==> src/design/adm_pkg.sv <==
// Purpose: shared constants for the adc result dma tail and its events
// Assumes: apb slave, 32-bit data, byte addresses equal printed offsets
// Notes:   the current address reset value places the pointer at ram base
package adm_pkg;
  // register byte addresses
  localparam logic [15:0] ADDR_EVENT_PENDING   = 16'ha810;
  localparam logic [15:0] ADDR_EVENT_ENABLE    = 16'ha850;
  localparam logic [15:0] ADDR_DMA_CONTROL     = 16'hd010;
  localparam logic [15:0] ADDR_DMA_STATUS      = 16'hd014;
  localparam logic [15:0] ADDR_BUFFER_START    = 16'hd018;
  localparam logic [15:0] ADDR_BUFFER_LENGTH   = 16'hd01c;
  localparam logic [15:0] ADDR_WRITE_POINTER   = 16'hd020;
  localparam logic [15:0] ADDR_RESULTS_STORED  = 16'hd024;
  // field positions
  localparam int          BIT_OVERFLOW_EVENT   = 4;
  localparam int          BIT_SATURATION_EVENT = 3;
  localparam int          BIT_FULL_EVENT       = 2;
  localparam int          BIT_HALF_EVENT       = 1;
  localparam int          BIT_DMA_RESET        = 4;
  localparam int          BIT_WRAP_MODE        = 1;
  localparam int          BIT_LOAD_REQUEST     = 0;
  localparam int          BIT_OVERFLOW_STATUS  = 1;
  localparam int          BIT_DMA_ACTIVE       = 0;
  // widths
  localparam int          COUNT_W              = 13;
  localparam int          ADDR_W               = 14;
  // reset values
  localparam logic [31:0] RESET_WRITE_POINTER  = 32'h2000_0000;
  localparam logic [ADDR_W-1:0] RESET_START    = 14'h0000;
  localparam logic [4:0]  EVENT_MASK           = 5'h1e;
  // dma engine states, gray along idle -> run -> stop
  typedef enum logic [1:0] {
    ADM_IDLE = 2'b00,
    ADM_RUN  = 2'b01,
    ADM_STOP = 2'b11
  } adm_state_t;
endpackage : adm_pkg

==> src/design/adm_event_bit.sv <==
// Purpose: one sticky event flag with write-one-to-clear and enable gate
// Assumes: set and clear are single-cycle strobes
// Notes:   a set in the clear cycle wins, so no event is lost
`timescale 1ns/1ps
module adm_event_bit (
  input  wire logic clk_sys,
  input  wire logic resetn,
  input  wire logic set_evt,
  input  wire logic clr_evt,
  input  wire logic wr_en,
  input  wire logic en_val,
  output logic      pend,
  output logic      en,
  output logic      req
);
  // state of one flag
  typedef struct packed {
    logic pend;
    logic en;
  } adm_bit_t;
  adm_bit_t s_reg;
  adm_bit_t s_next;

  // next flag: set beats clear
  always_comb begin
    s_next      = s_reg;
    if (clr_evt) begin
      s_next.pend = 1'b0;
    end
    if (set_evt) begin
      s_next.pend = 1'b1;
    end
    if (wr_en) begin
      s_next.en = en_val;
    end
  end

  // registered flag
  always_ff @(posedge clk_sys or negedge resetn) begin
    if (!resetn) begin
      s_reg <= '0;
    end else begin
      s_reg <= s_next;
    end
  end

  assign pend = s_reg.pend;
  assign en   = s_reg.en;
  assign req  = s_reg.pend & s_reg.en;
endmodule : adm_event_bit

==> src/design/adm_result_dma.sv <==
// Purpose: adc result buffer dma tail, its registers and interrupt line
// Assumes: apb slave; results arrive as one-cycle strobes with data
// Notes:   one ram write per result stored in run, ram must accept in the same cycle
`timescale 1ns/1ps
module adm_result_dma (
  input  wire logic        clk_sys,
  input  wire logic        resetn,
  // apb slave
  input  wire logic        psel,
  input  wire logic        penable,
  input  wire logic        pwrite,
  input  wire logic [15:0] paddr,
  input  wire logic [31:0] pwdata,
  output logic             pready,
  output logic [31:0]      prdata,
  output logic             pslverr,
  // conversion path
  input  wire logic        result_valid,
  input  wire logic [15:0] result_data,
  input  wire logic        gain_saturated,
  // ram write port
  output logic             ram_we,
  output logic [13:0]      ram_addr,
  output logic [15:0]      ram_wdata,
  // top-level interrupt line
  output logic             irq
);
  // state layout notes:
  //   st         dma engine phase, gray coded
  //   wrap       auto-wrap mode select, software owned
  //   load       transfer load request, set by software, cleared by hardware
  //   ovf_status overflow status, cleared only by a dma reset
  //   start      buffer start address, bit 0 always zero
  //   length     buffer length in results, not bytes
  //   cur        next ram byte address the engine writes
  //   count      results stored since the last load, wrap or dma reset
  //   the rest   registered apb answer, ram write and interrupt line
  //   all fields live in one packed struct, filled by one combinational
  //   process and registered by one clocked process
  // whole block state
  typedef struct packed {
    adm_pkg::adm_state_t          st;
    logic                         wrap;
    logic                         load;
    logic                         ovf_status;
    logic [adm_pkg::ADDR_W-1:0]   start;
    logic [adm_pkg::COUNT_W-1:0]  length;
    logic [adm_pkg::ADDR_W-1:0]   cur;
    logic [adm_pkg::COUNT_W-1:0]  count;
    logic                         pready;
    logic [31:0]                  prdata;
    logic                         pslverr;
    logic                         ram_we;
    logic [13:0]                  ram_addr;
    logic [15:0]                  ram_wdata;
    logic                         irq;
  } adm_state_all_t;
  adm_state_all_t s_reg;
  adm_state_all_t s_next;

  // the strobes below are combinational decodes of the bus and the
  // result port; they feed the next-state logic and the flag cells
  // only, never an output
  // event strobes and register wiring
  logic       access;              // apb access phase
  logic       wr;                  // write strobe this cycle
  logic [4:0] ev_set;              // hardware events
  logic [4:0] ev_pend;             // pending flags
  logic [4:0] ev_en;               // enables
  logic [4:0] ev_req;              // enabled and pending
  logic       pend_wr;             // pending register write
  logic       en_wr;               // enable register write
  logic       stored;              // result taken into ram this cycle
  logic       ovf_hit;             // result while dma inactive
  logic       half_hit;            // count reaches half
  logic       full_hit;            // count reaches length
  logic [adm_pkg::COUNT_W-1:0] cnt_inc; // count after this result

  assign access   = psel & penable;
  assign wr       = access & pwrite;
  // one strobe per transfer: a second clear in the answer cycle would eat a fresh event
  assign pend_wr  = wr & ~s_reg.pready & (paddr == adm_pkg::ADDR_EVENT_PENDING);
  assign en_wr    = wr & ~s_reg.pready & (paddr == adm_pkg::ADDR_EVENT_ENABLE);
  assign stored   = result_valid & (s_reg.st == adm_pkg::ADM_RUN);
  assign ovf_hit  = result_valid & (s_reg.st != adm_pkg::ADM_RUN);
  assign cnt_inc  = s_reg.count + 13'h0001;
  assign half_hit = stored & (cnt_inc == (s_reg.length >> 1)) & (s_reg.length > 13'h0001);
  assign full_hit = stored & (cnt_inc == s_reg.length);

  // event sources:
  //   overflow   a result arrives while the engine is idle or stopped
  //   saturation pulse from the gain stage, taken as it comes
  //   full       the stored count reaches the programmed length
  //   half       the stored count reaches half the length
  //   half is suppressed for lengths of 0 and 1, where no half exists
  //   every source is a single-cycle strobe; the flag cell makes it sticky
  //   bit 0 carries no event and stays low
  // event bit vector, bit 0 unused
  always_comb begin
    ev_set                                 = 5'h00;
    ev_set[adm_pkg::BIT_OVERFLOW_EVENT]    = ovf_hit;
    ev_set[adm_pkg::BIT_SATURATION_EVENT]  = gain_saturated;
    ev_set[adm_pkg::BIT_FULL_EVENT]        = full_hit;
    ev_set[adm_pkg::BIT_HALF_EVENT]        = half_hit;
  end

  // flag cells:
  //   bit 0 is reserved in both registers and reads back as zero
  //   a write-one clears a flag; an event in that same cycle wins
  //   the enable write loads all four enables at once
  //   clear and enable writes use the first access cycle only
  //   a write of zero to a flag leaves it untouched
  // one flag cell per event, bit 0 tied off
  assign ev_pend[0] = 1'b0;
  assign ev_en[0]   = 1'b0;
  assign ev_req[0]  = 1'b0;
  genvar gi;
  generate
    for (gi = 1; gi < 5; gi++) begin : g_evt
      adm_event_bit u_bit (
        .clk_sys (clk_sys),
        .resetn  (resetn),
        .set_evt (ev_set[gi]),
        .clr_evt (pend_wr & pwdata[gi]),
        .wr_en   (en_wr),
        .en_val  (pwdata[gi]),
        .pend    (ev_pend[gi]),
        .en      (ev_en[gi]),
        .req     (ev_req[gi])
      );
    end
  endgenerate

  // apb timing, one wait state:
  //   cycle 0  setup, psel high, penable low
  //   cycle 1  access, penable high; the edge closing it decodes the transfer
  //   cycle 2  pready and pslverr stand for this one cycle; prdata holds until the next answer
  //   the master drops penable after sampling pready
  //   the !pready term keeps a held access from being answered twice
  //   back-to-back transfers are fine: a new setup may follow pready
  // read data is captured at the decode edge, so it is a snapshot of
  // the registers one cycle before pready; a result stored in the
  // answer cycle shows up on the next read
  // writes to read-only registers are accepted silently
  // any other address answers with pslverr and changes nothing
  // next state: apb, dma engine, interrupt line
  always_comb begin
    s_next         = s_reg;
    s_next.pready  = 1'b0;
    s_next.pslverr = 1'b0;
    s_next.ram_we  = 1'b0;
    // apb answer one cycle after access phase starts
    if (access && !s_reg.pready) begin
      s_next.pready = 1'b1;
      s_next.prdata = 32'h0000_0000;
      unique case (paddr)
        adm_pkg::ADDR_EVENT_PENDING:  s_next.prdata[4:0] = ev_pend;
        adm_pkg::ADDR_EVENT_ENABLE:   s_next.prdata[4:0] = ev_en;
        adm_pkg::ADDR_DMA_CONTROL: begin
          s_next.prdata[adm_pkg::BIT_WRAP_MODE]    = s_reg.wrap;
          s_next.prdata[adm_pkg::BIT_LOAD_REQUEST] = s_reg.load;
        end
        adm_pkg::ADDR_DMA_STATUS: begin
          s_next.prdata[adm_pkg::BIT_OVERFLOW_STATUS] = s_reg.ovf_status;
          s_next.prdata[adm_pkg::BIT_DMA_ACTIVE]      = (s_reg.st == adm_pkg::ADM_RUN);
        end
        adm_pkg::ADDR_BUFFER_START:   s_next.prdata[13:0] = s_reg.start;
        adm_pkg::ADDR_BUFFER_LENGTH:  s_next.prdata[12:0] = s_reg.length;
        adm_pkg::ADDR_WRITE_POINTER:  s_next.prdata = adm_pkg::RESET_WRITE_POINTER
                                                      | {18'h00000, s_reg.cur};
        adm_pkg::ADDR_RESULTS_STORED: s_next.prdata[12:0] = s_reg.count;
        default:                      s_next.pslverr = 1'b1;
      endcase
      if (pwrite) begin
        s_next.prdata = 32'h0000_0000;
        unique case (paddr)
          adm_pkg::ADDR_DMA_CONTROL: begin
            s_next.wrap = pwdata[adm_pkg::BIT_WRAP_MODE];
            if (pwdata[adm_pkg::BIT_LOAD_REQUEST]) begin
              s_next.load = 1'b1;
            end
          end
          adm_pkg::ADDR_BUFFER_START:  s_next.start  = {pwdata[13:1], 1'b0};
          adm_pkg::ADDR_BUFFER_LENGTH: s_next.length = pwdata[12:0];
          adm_pkg::ADDR_EVENT_PENDING,
          adm_pkg::ADDR_EVENT_ENABLE,
          adm_pkg::ADDR_DMA_STATUS,
          adm_pkg::ADDR_WRITE_POINTER,
          adm_pkg::ADDR_RESULTS_STORED: s_next.pslverr = 1'b0;
          default:                      s_next.pslverr = 1'b1;
        endcase
      end
    end
    // engine phases:
    //   idle  after reset or a dma reset; waits for a load request
    //   run   each result is written to ram at cur, cur moves on by
    //         two bytes and count by one
    //   stop  linear mode after the last result of the buffer; cur is
    //         back at start and count holds the length until a reload or a dma reset
    //   wrap mode never stops: cur returns to start, count to zero
    //   outside run every result is lost and raises overflow
    //   a load in idle or stop restarts from the start address
    //   a load written while running waits until the engine stops
    // dma engine
    unique case (s_reg.st)
      adm_pkg::ADM_IDLE,
      adm_pkg::ADM_STOP: begin
        // overflow when a result finds dma inactive
        if (ovf_hit) begin
          s_next.ovf_status = 1'b1;
        end
        if (s_reg.load) begin
          s_next.st    = adm_pkg::ADM_RUN;
          s_next.load  = 1'b0;
          s_next.cur   = s_reg.start;
          s_next.count = 13'h0000;
        end
      end
      adm_pkg::ADM_RUN: begin
        if (stored) begin
          s_next.ram_we    = 1'b1;
          s_next.ram_addr  = s_reg.cur;
          s_next.ram_wdata = result_data;
          s_next.cur       = s_reg.cur + 14'h0002;
          s_next.count     = cnt_inc;
          if (full_hit) begin
            s_next.cur = s_reg.start;
            if (s_reg.wrap) begin
              s_next.count = 13'h0000;
            end else begin
              s_next.st = adm_pkg::ADM_STOP;
            end
          end
        end
      end
      default: s_next.st = adm_pkg::ADM_IDLE;
    endcase
    // the dma reset comes last so that it overrides the engine and any
    // load written in the same transfer; an overflow raised in that very
    // cycle still survives, so no event is lost
    // flags in the event register are not touched by a dma reset
    // dma reset: back to idle, clear load and overflow status
    if (wr && !s_reg.pready && paddr == adm_pkg::ADDR_DMA_CONTROL
        && pwdata[adm_pkg::BIT_DMA_RESET]) begin
      s_next.st         = adm_pkg::ADM_IDLE;
      s_next.load       = 1'b0;
      s_next.ovf_status = ovf_hit;
      s_next.cur        = s_reg.start;
      s_next.count      = 13'h0000;
    end
    // the line is the or of all enabled flags; it lags the flags by
    // one cycle because it is registered
    // software masks the whole peripheral only at the top level
    // single peripheral line from all enabled flags
    s_next.irq = |ev_req;
  end

  // every field resets to zero except the engine phase and the two
  // addresses, which take their package reset values
  // the reset branch assigns constants only
  // state register
  always_ff @(posedge clk_sys or negedge resetn) begin
    if (!resetn) begin
      s_reg       <= '0;
      s_reg.st    <= adm_pkg::ADM_IDLE;
      s_reg.start <= adm_pkg::RESET_START;
      s_reg.cur   <= adm_pkg::RESET_START;
    end else begin
      s_reg <= s_next;
    end
  end

  // each output below is a field of the state register, so none of
  // them carries combinational logic from the inputs
  // pready, pslverr and ram_we are single-cycle pulses
  // outputs straight from flops
  assign pready    = s_reg.pready;
  assign prdata    = s_reg.prdata;
  assign pslverr   = s_reg.pslverr;
  assign ram_we    = s_reg.ram_we;
  assign ram_addr  = s_reg.ram_addr;
  assign ram_wdata = s_reg.ram_wdata;
  assign irq       = s_reg.irq;
endmodule : adm_result_dma

==> config.mk <==
export PLATFORM = sky130hd
export DESIGN_NAME = adm_result_dma
export DESIGN_NICKNAME = d
export VERILOG_FILES = /design/src/design/adm_pkg.sv /design/src/design/adm_event_bit.sv /design/src/design/adm_result_dma.sv
export SDC_FILE = /design/constraint.sdc
export NUM_CORES = 1
export LEC_CHECK = 0
export BUFFER_PORTS_ARGS = -buffer_cell sky130_fd_sc_hd__buf_2
export CORE_MARGIN = 4
export CORE_UTILIZATION = 50
export CTS_CLUSTER_DIAMETER = 60
export DETAILED_ROUTE_END_ITERATION = 7
export PLACE_DENSITY = 0.78
export SYNTH_ARGS = -nofsm -noshare
export SYNTH_HDL_FRONTEND = slang
export SYNTH_SLANG_ARGS = --single-unit
export TNS_END_PERCENT = 100
==> constraint.sdc <==
create_clock -name clk_sys -period 5 [get_ports clk_sys]
set_input_delay 0.75 -clock clk_sys [delete_from_list [all_inputs] [get_ports clk_sys]]
set_output_delay 0.75 -clock clk_sys [all_outputs]
set_load 0.05 [all_outputs]
# ---- After elaboration in Yosys (flattened, before gate mapping)
# Cells that the tools add are included.
dict set report word_totals {
  regBits 132
  inputBits 71
  output_inout_bits 66
  word_cells 126
}
dict set report classes {
  addsub 2
  order_cmp 1
  eq_ne 17
  n_mux 39
  n_bitwise 19
  n_reduce_logical 25
}
# cell n
set op_table {}
lappend op_table {{$eq 16x16->1 const B} 8}
lappend op_table {{$mux 27} 4}
lappend op_table {{$mux 31} 2}
lappend op_table {{$pmux 27 s2} 1}
lappend op_table {{$mux 34} 1}
lappend op_table {{$mux 33} 1}
lappend op_table {{$pmux 8 s4} 1}
lappend op_table {{$and 1x1->1} 18}
lappend op_table {{$pmux 3 s6} 1}
lappend op_table {{$mux 16} 1}
lappend op_table {{$pmux 2 s8} 1}
lappend op_table {{$mux 1} 15}
lappend op_table {{$add 14x2->14 const B} 1}
lappend op_table {{$mux 2} 7}
lappend op_table {{$add 13x1->13 const B} 1}
lappend op_table {{$eq 13x12->1} 1}
lappend op_table {{$eq 13x13->1} 1}
lappend op_table {{$gt 13x1->1 const B} 1}
lappend op_table {{$mux 13} 1}
lappend op_table {{$reduce_and 3->1} 4}
lappend op_table {{$reduce_bool 2->1} 6}
lappend op_table {{$ne 3x2->1 const B} 3}
lappend op_table {{$reduce_or 8->1} 1}
lappend op_table {{$reduce_or 5->1} 1}
lappend op_table {{other kinds (16)} 21}

# ---- Longest topological paths before layout
dict set report depth {
  ltp_word 7
  mapped_depth 11
  mapped_depth_nobuf 10
}

# ---- Hierarchy
# From an unflattened synthesis, not the netlist that was laid out.
dict set report hier_totals {
  hier_cells 720
  hier_area_um2 7001.7
}
# module instances cells_per_inst area_each_um2 seq_area_each_um2
set by_module_without_submodules {}
lappend by_module_without_submodules {adm_result_dma 1 696 6671.4 2627.5}
lappend by_module_without_submodules {adm_event_bit 4 6 82.6 50.0}

# ---- Worst setup path before layout
# No wires, ideal clock.
dict set report synth_timing {
  kind {input-to-reg}
  start {input paddr[10]}
  end {register s_reg[100] (netlist name)}
  setup_time_ps 125
  arrival_ps 2820
  required_time_ps 4875
  slack_ps 2056
  cell_stages 7
  path_buffers 2
  cell_sequence {or4b_1 -> nor4_4 -> and3_1 -> and3_1 -> clkbuf_1 -> buf_2 -> mux2_2}
}
dict set report synth_between {
  elab_chain_cells 2
}
# element line
set synth_rtl {}
lappend synth_rtl {{start, declared} adm_result_dma.sv:12} ;# input wire logic [15:0] paddr,
lappend synth_rtl {{$eq 16x16->1} adm_result_dma.sv:176} ;# unique case (paddr)
lappend synth_rtl {{$reduce_and 3->1 (no line)} -}
lappend synth_rtl {{end signal, assigned} adm_result_dma.sv:269} ;# s_reg <= s_next;
lappend synth_rtl {{end, declared} adm_result_dma.sv:58} ;# adm_state_all_t s_reg;
# Every way passes these cells.
# A chain may end at the register's enable or synchronous reset.

# ---- Final worst setup path
dict set report layout_timing {
  start {register s_reg[124] (netlist name)}
  end {register s_reg[124] (netlist name)}
}
dict set report layout_between {
  elab_chain_cells 5
  elab_cells_between_ends 13
  classes_between {eq/ne (6); mux (2); bitwise (2); reduce/logical (3)}
}
# element line
set layout_rtl {}
lappend layout_rtl {{$eq 2x1->1} {adm_result_dma.sv:84, adm_result_dma.sv:205}}
lappend layout_rtl {{$and 1x1->1} adm_result_dma.sv:84} ;# assign stored = result_valid & (s_reg.st == adm_pkg::ADM_RUN);
lappend layout_rtl {{$and 1x1->1} adm_result_dma.sv:88} ;# assign full_hit = stored & (cnt_inc == s_reg.length);
lappend layout_rtl {{$ne 3x2->1 (no line)} -}
lappend layout_rtl {{$reduce_and 4->1 (no line)} -}
# Several ways; a longest one is shown, not always the timed one.

==> impl.org <==
** Status
- Result of the run :: finished clean

** Clock tree
- After clock tree synthesis, the setup repair step added 0 buffers.
- Clock-pin slew of the registers on the worst-case setup and hold paths :: 60 ps
- CTS Hold Bufs :: 0
- TritonCTS created 17 clock buffers.
- The clock drives 113 sinks.
- CTS placed an instance of clkbuf_16 at the clock tree root.
- For the worst-skew pair, the clock arrives at the later sink with an insertion delay of between 400 and 500 ps.
- CTS tree :: done
- In this run, post-CTS repair resized a total of 0 instances.
- The H-tree generated during clock tree synthesis spans 4 levels.
- Largest buffer count on any clock path :: 2

** Worst hold path
- Kind of path behind the tightest hold check :: reg -> reg

** Placed design
- Once detailed placement completed, the half-perimeter wirelength came to 12800 um.
- Buffers placed on the I/O ports in this run total 100.
- Including well taps, the total number of placed cells is roughly 930.
- Pre-CTS worst setup slack :: 1390 ps
- Routability-driven placement finished with a final weighted congestion of 0.931.

** Cells and area
- Commonest non-fill, non-tap cell in the layout :: dfrtp_1
- Most frequent cells in the layout :: dfrtp_1 (113), buf_2 (99), mux2_2 (60)
- Final cell utilization of the core :: 57.1%
- Proportion of layout cells with a drive suffix above 1 :: 28.8%
- For this run, the post-layout net count is between 800 and 900.
- Number of flip-flops in the largest register :: 57
- Ant diodes :: 0
- Post-route insts no fill :: ~960
- Relative to the synthesized area, the layout overhead comes to 11.6%.

** Synth
- In this run, synthesis produced a sequential element count of around 110.
- Primary flip-flop cell chosen by synthesis mapping :: dfrtp_1
- The Yosys step of the flow raised 0 warnings.
- Asr flop ratio synth :: 100%
- Share of synthesized area occupied by flip-flops and latches :: between 30% and 40%
- Post-Synthesis Mean Instance Area :: approximately 9.6 um^2
- Counting distinct cell types in the post-synthesis netlist gives 77.
- Area of the mapped netlist :: about 0.0071 mm^2
- In this run, synthesis inferred 0 flip-flops with an integrated enable.
- After technology mapping, the gate count stands at 743.

** Floorplan
- The die is 127 um tall.
- Floorplan row count :: 43
- Effective utilization at floorplan :: around 51%
- Ports :: 137
- Placeable core region :: between 0.01 and 0.015 mm^2
- The floorplan step defined a die boundary enclosing ~0.016 mm^2.
- Die span in x :: ~130 um

** Critical path
- Of all nets on the critical path, the largest fanout is 19.
- Worst path required time :: approximately 5300 ps
- Startpoint type of the worst setup path :: flop
- Type of element capturing the critical path :: flop
- The worst setup path is of the reg -> reg kind.
- Critical Path AT :: 3840 ps

** Power and ir drop
- Pwr/cell area :: 480 mW/mm^2
- Worst IR drop on VDD :: about 330 uV
- Static Leakage :: about 3.5 nW

** STA
- Worst slew margin relative to its limit :: 38.9%
- Clock Skew :: approximately 10 ps
- Setup violations remaining at the end of the flow were counted as 0.
- Adding up every negative setup slack in the final design gives 0 ps.
- Final Cycle Share :: 70.4%
- Maximum operating frequency :: 0.284 GHz
- Final critical-path setup slack :: 1480 ps
- Setup repair after global routing left no endpoint under its margin.
- Final Slew Violations :: 0
- At the pin with the least slew margin, the transition time is between 900 and 1000 ps.
- Final period demand of the worst path :: 3520 ps
- Final hold violations :: 0

** Run
- Maximum Capacitance Violations :: 0

** Route
- The count of nets left with antenna violations once routing finished came out at 0.
- Wires add up to roughly 19000 um.
- Dividing the detail-routed wire length by the instance count gives slightly below 20 um.
- In the routed layout, each cell is associated on average with a via count of 6.24.
- Routed via count :: about 6.0k
- # DRC :: 0
- For this block, the initial DRC count from the detailed router was 955.
- Pre-antenna DRT Iters :: 7

** GRT
- Entering global routing, the biggest net connects slightly below 70 pins.
- The via count of the first global-routing pass is 5761.
- Overall fraction of global-route tracks in use :: between 20% and 30%
- The first global-routing pass estimated 30300 um of wire.
- Overflow left after global routing :: 0
- Antenna violations before repair :: 0
-- power breakdown --
part | switching (mW) | internal [mW] | leakage [nW] | total (mW)
registers | 0.190 | 1.06 | 1.36 | 1.25
clock network | 0.442 | 0.895 | 0.308 | 1.34
logic | 0.808 | 0.413 | 1.84 | 1.22
total | 1.44 | 2.37 | 3.51 | 3.81
-- area by class of cell --
class | count | area [um^2]
fillers | 1170 | 5950
multi-input cells | 507 | 3560
flip-flops and latches | 113 | 2830
repair buffers | 111 | 586
clock buffers | 18 | 439
well taps | 180 | 225
clock inverters | 13 | 209
inverters | 22 | 82.6
-- cell usage after synthesis (9+ instances only) --
library cell	count	area (um^2)
inv_1	21	78.8
nand2_1	58	218
buf_4	65	488
a222oi_1	9	90.1
a21oi_1	22	110
buf_2	16	80.1
xnor2_1	19	166
dfrtp_1	113	2830
a31oi_1	23	144
clkbuf_1	33	124
mux2_2	60	676
and3_1	10	62.6
nand3_1	42	210
o2bb2ai_1	9	78.8
nor3_1	9	45.0
o21ai_0	30	150
nor2_1	37	139
a22o_1	10	87.6
nand4_1	15	93.8
o2111ai_1	10	87.6
-- critical path, stage by stage (launching register included) --
cell      delay, ps
dfrtp_1         380
inv_1            90
ha_1            270
nand2_1          80
buf_4           220
inv_2           340
nand3_1         220
nor4bb_1        310
and4bb_1        310
nand4_2         370
or4b_1          610
a211oi_2        220
-- cell families (layout without fill, tap and decap cells) --
group / count (synthesis) / after routing / share of synthesized area, %
simple gates: 240 / 240 / 19.2
compound gates: 152 / 152 / 15.2
buf+inv: 140 / 164 / 11.1
flops: 113 / 113 / 39.8
mux: 65 / 65 / 10.2
xor+xnor: 28 / 28 / 3.65
fa+ha+maj: 4 / 4 / 0.705
other cells: 1 / 18 / 0.0528
-- final timing paths --
| kind | from | endpoint | slack (ps) | cells after the start |
|---|---|---|---|---|
| max | s_reg[124] | s_reg[124] | 1480 | 11 |
| min | prdata[29] | prdata[29] | 460 | 2 |
| max reg2reg | s_reg[124] | s_reg[124] | 1480 | 11 |
| min reg2reg | prdata[29] | prdata[29] | 460 | 2 |
| max in group asynchronous | resetn | ram_addr[3] | 3420 | 2 |
| min in group asynchronous | resetn | ram_wdata[1] | 470 | 1 |
-- routing by layer --
| layer | up-vias | global-route usage, % | share of wire, % |
|---|---|---|---|
| met5 | - | 0 | 0 |
| met4 | 0 | 8.58 | 2.7 |
| met3 | 58 | 5.56 | 8.5 |
| met2 | 348 | 37.5 | 48 |
| met1 | 2909 | 31.2 | 41 |
| li1 | 2703 | - | - |
-- per-stage QoR --
step	area [um^2]	total power, mW	hold slack, ps
3_5_place_dp	7280	2.45	456
2_1_floorplan	7170	2.30	440
6_report	7930	3.81	463
4_1_cts	7930	3.80	469
5_1_grt	7930	3.97	494
3_3_place_gp	7280	2.43	447
Power figures use the tool's default switching activity.
